[src/stbsc_pkg.sv]
// Constants, phase codes and helper functions for the target bus signal control block.
// Assumes a 100 MHz system clock; all times are converted to cycles here.
package stbsc_pkg;

  localparam int CLK_PERIOD_NS = 10;
  // Phase lines must be valid this long before the first REQ of a phase.
  localparam int BUS_SETTLE_NS = 400;
  // Data must stand on the bus this long before REQ in transfers toward the initiator; the code gives 4 cycles (40 ns).
  localparam int DESKEW_NS = 45;
  // Longest allowed time from seeing our selection to asserting BSY.
  localparam int BSY_RESPONSE_NS = 150;

  localparam int CNT_W = 6;
  localparam logic [CNT_W-1:0] SETTLE_CYC =
    CNT_W'((BUS_SETTLE_NS + CLK_PERIOD_NS - 1) / CLK_PERIOD_NS);
  localparam logic [CNT_W-1:0] DESKEW_CYC =
    CNT_W'((DESKEW_NS + CLK_PERIOD_NS - 1) / CLK_PERIOD_NS);
  localparam logic [CNT_W-1:0] BSY_RESPONSE_CYC =
    CNT_W'(BSY_RESPONSE_NS / CLK_PERIOD_NS);
  localparam logic [CNT_W-1:0] CNT_ZERO = 6'h00;
  localparam logic [CNT_W-1:0] CNT_ONE = 6'h01;

  localparam int DATA_W = 8;
  localparam int ID_W = 3;
  localparam int MAX_DEVICES = 8;
  localparam logic [DATA_W-1:0] BYTE_ZERO = 8'h00;
  localparam logic [DATA_W-1:0] BYTE_ONE = 8'h01;

  // Phase code on {MSG, C/D, I/O}.
  localparam logic [2:0] PH_DATA_OUT = 3'h0;
  localparam logic [2:0] PH_DATA_IN = 3'h1;
  localparam logic [2:0] PH_COMMAND = 3'h2;
  localparam logic [2:0] PH_STATUS = 3'h3;
  localparam logic [2:0] PH_MESSAGE_IN = 3'h7;
  localparam int PH_MSG_BIT = 2;
  localparam int PH_CD_BIT = 1;
  localparam int PH_IO_BIT = 0;

  typedef enum logic [3:0] {
    ST_FREE,
    ST_SELECT,
    ST_SELECTED,
    ST_HOLD,
    ST_SETTLE,
    ST_TXWAIT,
    ST_DESKEW,
    ST_REQ,
    ST_ACKLOW
  } stbsc_state_t;

  // Codes with MSG true other than message-in are reserved.
  function automatic logic phaseReserved(input logic [2:0] code);
    phaseReserved = code[PH_MSG_BIT] && (code != PH_MESSAGE_IN);
  endfunction

  // One data line per bus identity.
  function automatic logic [DATA_W-1:0] idToBit(input logic [ID_W-1:0] id);
    idToBit = BYTE_ONE << id;
  endfunction

endpackage

[src/stbsc_buf2.sv]
// Two-entry buffer with valid and ready on both sides for received bytes.
// Assumes one clock and a synchronous active-high reset; all outputs are flops.
`timescale 1ns/1ps
module stbsc_buf2
  import stbsc_pkg::*;
(
  input wire logic mclk,
  input wire logic sys_rst,
  input wire logic inValid,
  output logic inReady,
  input wire logic [DATA_W-1:0] inData,
  output logic outValid,
  input wire logic outReady,
  output logic [DATA_W-1:0] outData
);

  logic [DATA_W-1:0] head_r;
  logic [DATA_W-1:0] spare_r;
  logic headValid_r;
  logic spareValid_r;
  logic push;
  logic pop;

  // Ready drops as soon as the spare slot is taken, so it is a pure flop output.
  assign inReady = !spareValid_r;
  assign outValid = headValid_r;
  assign outData = head_r;
  assign push = inValid && !spareValid_r;
  assign pop = headValid_r && outReady;

  always_ff @(posedge mclk) begin
    if (sys_rst) begin
      headValid_r <= 1'b0;
      spareValid_r <= 1'b0;
    end else if (spareValid_r) begin
      if (pop) begin
        spareValid_r <= 1'b0;
      end
    end else if (push) begin
      if (headValid_r && !pop) begin
        spareValid_r <= 1'b1;
      end else begin
        headValid_r <= 1'b1;
      end
    end else if (pop) begin
      headValid_r <= 1'b0;
    end
  end

  always_ff @(posedge mclk) begin
    if (sys_rst) begin
      head_r <= BYTE_ZERO;
      spare_r <= BYTE_ZERO;
    end else if (spareValid_r) begin
      if (pop) begin
        head_r <= spare_r;
      end
    end else if (push) begin
      if (headValid_r && !pop) begin
        spare_r <= inData;
      end else begin
        head_r <= inData;
      end
    end
  end

endmodule

[src/stbsc_top.sv]
// Target-side signal control for an 8-bit asynchronous parallel peripheral bus.
// Assumes bus inputs arrive already synchronised, in true-sense (1 = asserted),
// and that pads turn each out/oe pair into an open-collector active-low driver.
// What this block does
// One initiator and one target talk at a time; at most eight devices.
// Own bus identity comes from a strap captured after reset, never from writes.
// Identity n is signalled by data line n alone.
// Act only as target; never drive SEL or select anyone.
// Initiator selects; this drive requests every command, data, status, message byte.
// Each completed REQ/ACK handshake moves exactly one byte.
// BSY is wired-OR and true whenever any device uses the bus.
// Drive alone drives C/D; true means control, false means data.
// Drive drives I/O; true means toward initiator, false means toward drive.
// Drive drives MSG to mark message phase.
// Drive asserts REQ to ask for each byte.
// Initiator drives ACK to acknowledge each requested byte.
// RST is wired-OR; only sampled and acted on, never driven.
// Data byte has line 7 as MSB; true line means one.
// Lines go true only by asserting, false only by releasing.
// Every output not asserting stays released.
// Bus free: sample BSY, SEL, RST; leave phase lines, REQ and data alone.
// Selection entered on SEL true; sample SEL, BSY, data, RST only.
// When our identity bit is seen with SEL, assert BSY.
// Transfer phases: drive BSY, C/D, I/O, MSG, REQ; sample ACK, RST; ignore SEL.
// Drive data in data-in, status, message; sample in command and data-out.
// Bus is free whenever SEL, BSY and RST are all false.
// Only codes 000, 001, 010, 011, 111 are driven on MSG, C/D, I/O.
// BSY asserted within 150 ns of detecting identity bit with SEL.
`timescale 1ns/1ps
module stbsc_top
  import stbsc_pkg::*;
(
  input wire logic mclk,
  input wire logic sys_rst,
  input wire logic [ID_W-1:0] targetIdStrap,
  input wire logic bsyIn,
  output logic bsyOut,
  output logic bsyOe,
  input wire logic selIn,
  input wire logic rstIn,
  input wire logic ackIn,
  output logic cdOut,
  output logic cdOe,
  output logic ioOut,
  output logic ioOe,
  output logic msgOut,
  output logic msgOe,
  output logic reqOut,
  output logic reqOe,
  input wire logic [DATA_W-1:0] dbIn,
  output logic [DATA_W-1:0] dbOut,
  output logic [DATA_W-1:0] dbOe,
  input wire logic phaseValid,
  input wire logic [2:0] phaseCode,
  input wire logic releaseReq,
  output logic cmdDone,
  output logic cmdReject,
  input wire logic txValid,
  output logic txReady,
  input wire logic [DATA_W-1:0] txData,
  output logic rxValid,
  input wire logic rxReady,
  output logic [DATA_W-1:0] rxData,
  output logic selected,
  output logic busFree,
  output logic busReset,
  output logic [2:0] phaseNow
);

  stbsc_state_t state_r;
  logic [ID_W-1:0] myId_r;
  logic strapTaken_r;
  logic lineOn_r;
  logic bsyOe_r;
  logic [2:0] phase_r;
  logic phaseSet_r;
  logic reqOe_r;
  logic [DATA_W-1:0] dbData_r;
  logic dbDrive_r;
  logic [CNT_W-1:0] count_r;
  logic txReady_r;
  logic cmdDone_r;
  logic cmdReject_r;
  logic selected_r;
  logic busFree_r;
  logic busReset_r;
  logic rxPush;
  logic rxInReady;
  logic idSeen;
  logic phaseInfo;
  logic dropBus;
  logic cdOe_r;
  logic ioOe_r;
  logic msgOe_r;
  logic [DATA_W-1:0] dbOe_r;

  // A single flop supplies the asserted level of BSY, C/D, I/O, MSG and REQ; the data lines take dbData_r.
  assign bsyOut = lineOn_r;
  assign cdOut = lineOn_r;
  assign ioOut = lineOn_r;
  assign msgOut = lineOn_r;
  assign reqOut = lineOn_r;
  assign bsyOe = bsyOe_r;
  assign reqOe = reqOe_r;
  // Phase lines are only driven while holding the bus in a transfer phase.
  assign phaseInfo = phaseSet_r && bsyOe_r && !dropBus;
  // A release drops the phase lines on the same edge as BSY, never one cycle later.
  assign dropBus = (state_r == ST_HOLD) && releaseReq;
  assign cdOe = cdOe_r;
  assign ioOe = ioOe_r;
  assign msgOe = msgOe_r;
  assign dbOut = dbData_r;
  assign dbOe = dbOe_r;
  assign txReady = txReady_r;
  assign cmdDone = cmdDone_r;
  assign cmdReject = cmdReject_r;
  assign selected = selected_r;
  assign busFree = busFree_r;
  assign busReset = busReset_r;
  assign phaseNow = phase_r;

  // The strap is read one cycle after reset release, so a write path cannot alter it.
  always_ff @(posedge mclk) begin
    if (sys_rst) begin
      myId_r <= {ID_W{1'b0}};
      strapTaken_r <= 1'b0;
      lineOn_r <= 1'b0;
    end else begin
      lineOn_r <= 1'b1;
      if (!strapTaken_r) begin
        myId_r <= targetIdStrap;
        strapTaken_r <= 1'b1;
      end
    end
  end

  // Our identity bit alone decides selection; another asserted bit is the initiator.
  assign idSeen = strapTaken_r && selIn && ((dbIn & idToBit(myId_r)) != BYTE_ZERO);

  // Observed bus state; RST is only ever read.
  always_ff @(posedge mclk) begin
    if (sys_rst) begin
      busFree_r <= 1'b0;
      busReset_r <= 1'b0;
    end else begin
      busFree_r <= !selIn && !bsyIn && !rstIn;
      busReset_r <= rstIn;
    end
  end

  // The byte from the initiator is captured on the edge that first sees ACK.
  assign rxPush = (state_r == ST_REQ) && ackIn && !phase_r[PH_IO_BIT];

  always_ff @(posedge mclk) begin
    if (sys_rst || rstIn) begin
      state_r <= ST_FREE;
      bsyOe_r <= 1'b0;
      reqOe_r <= 1'b0;
      phaseSet_r <= 1'b0;
      phase_r <= PH_DATA_OUT;
      dbDrive_r <= 1'b0;
      dbData_r <= BYTE_ZERO;
      count_r <= CNT_ZERO;
      txReady_r <= 1'b0;
      cmdDone_r <= 1'b0;
      cmdReject_r <= 1'b0;
      selected_r <= 1'b0;
    end else begin
      cmdDone_r <= 1'b0;
      cmdReject_r <= 1'b0;
      case (state_r)
        ST_FREE: begin
          // Only SEL, BSY and RST matter here; the drive never starts a selection.
          if (selIn && strapTaken_r) begin
            state_r <= ST_SELECT;
          end
        end
        ST_SELECT: begin
          if (idSeen && !bsyIn) begin
            // One cycle from detection, well inside the response limit.
            bsyOe_r <= 1'b1;
            selected_r <= 1'b1;
            state_r <= ST_SELECTED;
          end else if (!selIn) begin
            // Another target was chosen; wait for the initiator to end selection.
            state_r <= ST_FREE;
          end
        end
        ST_SELECTED: begin
          if (!selIn) begin
            state_r <= ST_HOLD;
          end
        end
        ST_HOLD: begin
          // SEL is ignored while holding the bus.
          if (releaseReq) begin
            bsyOe_r <= 1'b0;
            phaseSet_r <= 1'b0;
            selected_r <= 1'b0;
            cmdDone_r <= 1'b1;
            state_r <= ST_FREE;
          end else if (phaseValid) begin
            if (phaseReserved(phaseCode)) begin
              cmdReject_r <= 1'b1;
            end else begin
              phase_r <= phaseCode;
              phaseSet_r <= 1'b1;
              cmdDone_r <= 1'b1;
              count_r <= SETTLE_CYC;
              state_r <= ST_SETTLE;
            end
          end else if (phaseSet_r && phase_r[PH_IO_BIT]) begin
            txReady_r <= 1'b1;
            state_r <= ST_TXWAIT;
          end else if (phaseSet_r && rxInReady) begin
            // REQ is only raised with room for the byte, so a stalled reader loses nothing.
            reqOe_r <= 1'b1;
            state_r <= ST_REQ;
          end
        end
        ST_SETTLE: begin
          // Settle runs after every accepted phase, even a repeat of the same code.
          if (count_r == CNT_ONE) begin
            state_r <= ST_HOLD;
          end
          count_r <= count_r - CNT_ONE;
        end
        ST_TXWAIT: begin
          if (txValid && txReady_r) begin
            txReady_r <= 1'b0;
            dbData_r <= txData;
            dbDrive_r <= 1'b1;
            count_r <= DESKEW_CYC;
            state_r <= ST_DESKEW;
          end else if (phaseValid || releaseReq) begin
            // Nothing is on the bus yet, so a new command may abandon the wait.
            txReady_r <= 1'b0;
            state_r <= ST_HOLD;
          end
        end
        ST_DESKEW: begin
          if (count_r == CNT_ONE) begin
            reqOe_r <= 1'b1;
            state_r <= ST_REQ;
          end
          count_r <= count_r - CNT_ONE;
        end
        ST_REQ: begin
          // The initiator may take any time to answer; only RST or sys_rst clears a hung request.
          if (ackIn) begin
            reqOe_r <= 1'b0;
            state_r <= ST_ACKLOW;
          end
        end
        ST_ACKLOW: begin
          // Data stays on the bus until ACK falls, so the initiator reads a stable byte.
          if (!ackIn) begin
            dbDrive_r <= 1'b0;
            state_r <= ST_HOLD;
          end
        end
        default: begin
          state_r <= ST_FREE;
        end
      endcase
    end
  end

  // Open-collector drive: only true lines are asserted, everything else is released.
  always_ff @(posedge mclk) begin
    if (sys_rst || rstIn) begin
      cdOe_r <= 1'b0;
      ioOe_r <= 1'b0;
      msgOe_r <= 1'b0;
      dbOe_r <= BYTE_ZERO;
    end else begin
      cdOe_r <= phaseInfo && phase_r[PH_CD_BIT];
      ioOe_r <= phaseInfo && phase_r[PH_IO_BIT];
      msgOe_r <= phaseInfo && phase_r[PH_MSG_BIT];
      if (dbDrive_r && phase_r[PH_IO_BIT]) begin
        dbOe_r <= dbData_r;
      end else begin
        dbOe_r <= BYTE_ZERO;
      end
    end
  end

  stbsc_buf2 u_rxbuf (
    .mclk(mclk),
    .sys_rst(sys_rst),
    .inValid(rxPush),
    .inReady(rxInReady),
    .inData(dbIn),
    .outValid(rxValid),
    .outReady(rxReady),
    .outData(rxData)
  );

endmodule

[config.mk]
export PLATFORM = sky130hd
export DESIGN_NAME = stbsc_top
export DESIGN_NICKNAME = d
export VERILOG_FILES = /design/src/stbsc_pkg.sv /design/src/stbsc_buf2.sv /design/src/stbsc_top.sv
export SDC_FILE = /design/constraint.sdc
export NUM_CORES = 1
export LEC_CHECK = 0
export BUFFER_PORTS_ARGS = -buffer_cell sky130_fd_sc_hd__buf_2
export CORE_MARGIN = 2
export CORE_UTILIZATION = 45
export CTS_CLUSTER_SIZE = 30
export DETAILED_ROUTE_END_ITERATION = 10
export PLACE_DENSITY_LB_ADDON = 0.25
export SKIP_CTS_REPAIR_TIMING = 1
export SYNTH_ARGS = -nofsm -noshare
export SYNTH_HDL_FRONTEND = slang
export SYNTH_SLANG_ARGS = --single-unit
[constraint.sdc]
create_clock -name mclk -period 4.1 [get_ports mclk]
set_input_delay 0.82 -clock mclk [delete_from_list [all_inputs] [get_ports mclk]]
set_output_delay 0.82 -clock mclk [all_outputs]
set_load 0.02 [all_outputs]
# ---- Word-level counts from Yosys, hierarchy flattened
# Index checks and enable logic that the tools add are counted.
dict set report totals {
  reg_bits 63
  inputBits 32
  out_inout_bits 44
  elab_cells 181
}
dict set report op_classes {
  addsub 1
  eq_ne 34
  shift 1
  mux 59
  bitwise 7
  reduce_logical 56
}
# operator n
set op_table {}
lappend op_table {{4-bit two-way mux} 15}
lappend op_table {{4-bit one-hot mux with 9 select lines} 1}
lappend op_table {{2-bit != test (second input constant)} 17}
lappend op_table {{8-bit two-way mux} 4}
lappend op_table {{1-bit two-way mux} 30}
lappend op_table {{6-bit two-way mux} 4}
lappend op_table {{1-bit logical AND} 21}
lappend op_table {{6-bit one-hot mux with 3 select lines} 1}
lappend op_table {{3-bit AND reduction} 6}
lappend op_table {{4-bit by 3-bit equality test with 1-bit output (second input constant)} 4}
lappend op_table {{2-bit nonzero test} 6}
lappend op_table {{10-bit AND reduction} 1}
lappend op_table {{5-bit AND reduction} 2}
lappend op_table {{3-bit != test (second input constant)} 3}
lappend op_table {{8-bit AND} 1}
lappend op_table {{4-bit by 2-bit equality test with 1-bit output (second input constant)} 2}
lappend op_table {{8-bit nonzero test} 1}
lappend op_table {{1-bit by 3-bit << shifter with 8-bit output (first input constant)} 1}
lappend op_table {{1-bit logical NOT} 7}
lappend op_table {{7-bit AND reduction} 1}
lappend op_table {{6-bit by 1-bit equality test with 1-bit output (second input constant)} 1}
lappend op_table {{2-bit by 1-bit != test with 1-bit output (second input constant)} 3}
lappend op_table {{1-bit NOT} 6}
lappend op_table {{1-bit one-hot mux with 2 select lines} 3}
lappend op_table {{other kinds (13)} 17}

# ---- Depth between registers and ports, before layout
dict set report depth {
  word_depth 7
  depth_mapped 9
  mapped_depth_nobuf 7
}

# ---- By module
# From an unflattened synthesis, not the netlist that was laid out.
dict set report hier_totals {
  hier_cells 308
  area_unflattened_um2 2897.8
}
# module n_inst cells_per_inst area_each_um2 seq_area_each_um2
set by_module_without_submodules {}
lappend by_module_without_submodules {stbsc_top 1 227 2065.7 900.9}
lappend by_module_without_submodules {stbsc_buf2 1 81 832.0 360.3}

# ---- Worst setup path after synthesis
# OpenSTA, ideal clock, no wires.
dict set report synth_timing {
  path_kind {in2reg}
  startpoint {input releaseReq}
  endpoint {register state_r[1]}
  arrival_time_ps 2122
  t_required_ps 4029
  setup_slack_ps 1907
  stages 6
  n_path_buf 1
  cell_sequence {clkbuf_1 -> and4b_1 -> nor4b_2 -> o31ai_1 -> or3_1 -> a21oi_1}
}
dict set report synth_via {
  elab_chain_len 3
  word_cells_on_any_way 7
  cone_classes {eq/ne: 3; mux: 2; reduce/logical: 2}
}
# element line_no
set synth_rtl {}
lappend synth_rtl {{start: declaration} stbsc_top.sv:55} ;# input wire logic releaseReq,
lappend synth_rtl {{1-bit logical OR} stbsc_top.sv:235} ;# end else if (phaseValid || releaseReq) begin
lappend synth_rtl {{3-bit != test (no source line)} -}
lappend synth_rtl {{10-bit AND reduction (no source line)} -}
lappend synth_rtl {{end signal: assignment} stbsc_top.sv:234} ;# state_r <= ST_DESKEW;
lappend synth_rtl {{end signal: assignment} stbsc_top.sv:238} ;# state_r <= ST_HOLD;
lappend synth_rtl {{end signal: assignment} stbsc_top.sv:244} ;# state_r <= ST_REQ;
lappend synth_rtl {{end: declaration} stbsc_top.sv:70} ;# stbsc_state_t state_r;
# Several ways; a longest one is shown, not always the timed one.
# A chain may end at the register's enable or synchronous reset.

# ---- Worst setup path in the final report
dict set report layout_timing {
  startpoint {register state_r[0]}
  endpoint {register phase_r[2], in the netlist phaseNow[2]}
}
dict set report layout_via {
  elab_chain_len 2
}
# element line_no
set layout_rtl {}
lappend layout_rtl {{start signal: assignment} stbsc_top.sv:156} ;# state_r <= ST_FREE;
lappend layout_rtl {{start signal: assignment} stbsc_top.sv:175} ;# state_r <= ST_SELECT;
lappend layout_rtl {{start signal: assignment} stbsc_top.sv:183} ;# state_r <= ST_SELECTED;
lappend layout_rtl {{4-bit by 2-bit equality test with 1-bit output} stbsc_top.sv:171} ;# case (state_r)
lappend layout_rtl {{4-bit AND reduction (no source line)} -}
lappend layout_rtl {{end signal: assignment} stbsc_top.sv:206} ;# phase_r <= phaseCode;
lappend layout_rtl {{end: declaration} stbsc_top.sv:75} ;# logic [2:0] phase_r;
# No other way between the ends.

==> run metrics <==
later-pin clock latency in the skew report about 350 ps; CP dominant cell by count buf_4; PwrDens ~370 nW/um^2; Slowest Stage Delay on Critical Path approximately 700 ps; CTS Sinks 63; max_cap viols 0; nets@finish between 400 and 500; Reg clk slew, reported paths 70 ps; vias in the first global route between 2000 and 2500; DR top layer met4; highest clock rate 420.6 MHz; Slew @ Worst Pin 727.3 ps; Routed wire per std cell between 10 and 15 microns; Leakage around 1.4 nW; WS Path Type flop to flop; syn nets 350; global-route usage over all layers around a fifth; DR WL met2 ~3000 microns; pins over their slew limit 0; Critical-path top delay cell dfxtp_1; netlist area before placement 2860 sq um; status complete, no violations; Die ar. ~7000 sq um; Die Height 83.73 microns; # DRC 0; Netlist cell types 57; DRT Pass-1 Iters 4; antenna violations before repair 0; final setup violation count 0; #FFs+latches synth 63; Via density approximately 5.3; htree depth 3; Core Rows 29; grt total ovfl 0; Placer Congestion between 0.8 and 0.9; maximum clock path buffer count 2; IO buf count 75; Antenna Nets Post-Route 0; Critical Path, Cell by Cell nor4bb_1, buf_4, nand3b_1, a221oi_1, buf_4, and2_1, mux2i_1, nor2_1; Req. time, crit path between 4000 and 5000 ps; flop2flop setup slack approximately 1700 ps; Setup crit end kind flop; total negative slack 0 ps; first-pass GRT wire length 10690 microns; Post-synth EDFFs 0; Root Buffer clkbuf_8; Core Area 6241 sq um; CP Max Fanout 17; HP Class flop to flop; Synth-to-Final Area Change 18.94%; sequential share of the synthesized area between 40 and 50%; peak supply drop 0.0002585 V; Synthesis Warnings 0; IO Pins between 70 and 80; share of cells above drive strength 1 between 20% and 30%; synthesized area per cell approximately 9 sq um; initial core utilization a little under half; CTS tree yes; min Tclk post-route between 2000 and 2500 ps; clk_skew 7.010 ps; routed vias 2421; Rel. slew slack between 50% and 60%; number of DRC markers in iteration 0 roughly 130; Synth Instances about 320; hpwl dp 4616 microns; final core utilization 54.51%; largest net degree at the start of global routing 26; drt total wl between 6000 and 7000 microns; Post-synth ARST share 0%; Hold Vio Cnt, Final 0; fin crit share ~58%; WL met1 about 3000 microns; Worst EP arrival ~2600 ps; antenna cells 0; type of origin of the critical path flop; TritonCTS Buffers 9; Die Width between 80 and 90 microns; Final Hold Slack approximately 490 ps; RSZ-0062 raised after global routing no; met3 wire len about 370 microns; top_reg_cell synth dfxtp_1
per-stage QoR:
stage               total power [mW]  cells  worst slack (ps)  cell area (sq um)
floorplan                     0.6758    316              1907               2860
global placement              0.7009    445              1651               3196
detailed placement            0.7015    445              1621               3196
CTS                            1.260    461              1737               3402
global route                   1.296    461              1554               3402
finish                         1.248    461              1722               3402
registers in the layout, indices dropped and copies added, names as in the netlist, 3 cells and up:
signal / cells
state_r: 4
count_r: 6
u_rxbuf.outData: 8
myId_r: 3
phaseNow: 3
dbOut: 8
u_rxbuf.spare_r: 8
dbOe: 8
synth_stat cells (2+ instances only):
cell type,instances,area share (%)
a211oi_2,2,0.87
nor2_1,47,6.2
clkbuf_1,10,1.3
and2b_4,2,0.70
or3_1,2,0.44
mux2i_1,32,11
buf_4,6,1.6
nand3b_1,3,0.79
and2_1,13,2.8
nor3_1,11,1.9
buf_6,4,1.6
o21ai_0,14,2.4
ha_1,2,0.87
nor3b_1,2,0.52
nor4_1,2,0.44
nand2_1,14,1.8
buf_2,4,0.70
a2111oi_0,2,0.61
a211oi_1,10,2.6
a21oi_1,20,3.5
dfxtp_1,63,44
inv_1,9,1.2
nand3_1,3,0.52
nor2b_1,6,1.3
report_power, final:
part | total (mW) | switching [mW] | internal [mW] | leakage, nW
clock | 0.561 | 0.261 | 0.300 | 0.103
sequential | 0.621 | 0.00638 | 0.615 | 0.509
combinational | 0.0656 | 0.0381 | 0.0275 | 0.821
total | 1.25 | 0.305 | 0.943 | 1.43
cells in the final DEF (no fill, tap or decap), types with 9 or more instances in the layout:
cell type | netlist | final
inv_1 | 9 | 9
mux2i_1 | 32 | 32
o21ai_0 | 14 | 14
nand2_1 | 14 | 14
dfxtp_1 | 63 | 63
a21oi_1 | 20 | 20
a211oi_1 | 10 | 10
clkbuf_8 | 0 | 10
buf_2 | 4 | 75
and2_1 | 13 | 13
nor3_1 | 11 | 11
nor2_1 | 47 | 47
final timing paths:
kind	endpoint	depth (start not counted)	from
hold reg to reg	msgOe	1	phaseNow[2]
hold / removal	msgOe	1	phaseNow[2]
setup / recovery	phaseNow[2]	8	state_r[0]
setup reg to reg	phaseNow[2]	8	state_r[0]
critical path: cells and delay by family (launching register included):
family / cells / cell delay, ps
mux: 1 / 230
simple gates: 4 / 690
buf+inv: 2 / 400
compound gates: 1 / 250
flops: 1 / 690
cell families after synthesis:
| kind of cell | after synthesis | share of synthesized area, % |
|---|---|---|
| and+or+nand+nor | 121 | 22.53 |
| AOI/OAI and AO/OA | 63 | 14.70 |
| DFF | 63 | 44.09 |
| buffers and inverters | 35 | 6.605 |
| muxes | 32 | 11.20 |
| adders and majority gates | 2 | 0.8748 |
per-layer routing:
| layer | vias up | global-route usage, % |
|---|---|---|
| li1 | 1231 | - |
| met1 | 1111 | 25.08 |
| met2 | 69 | 29.89 |
| met3 | 10 | 4.352 |
| met4 | 0 | 8.504 |
| met5 | - | 0 |
layout make-up:
type	count	area, sq um
Timing Repair Buffer	77	390.4
Multi-Input combinational cell	218	1410
Sequential cell	63	1261
Clock buffer	10	137.6
Tap cell	77	96.34
Inverter	10	37.54
Clock inverter	6	68.82
Fill cell	598	2839
Note: power is estimated with default switching activity, not from simulation.
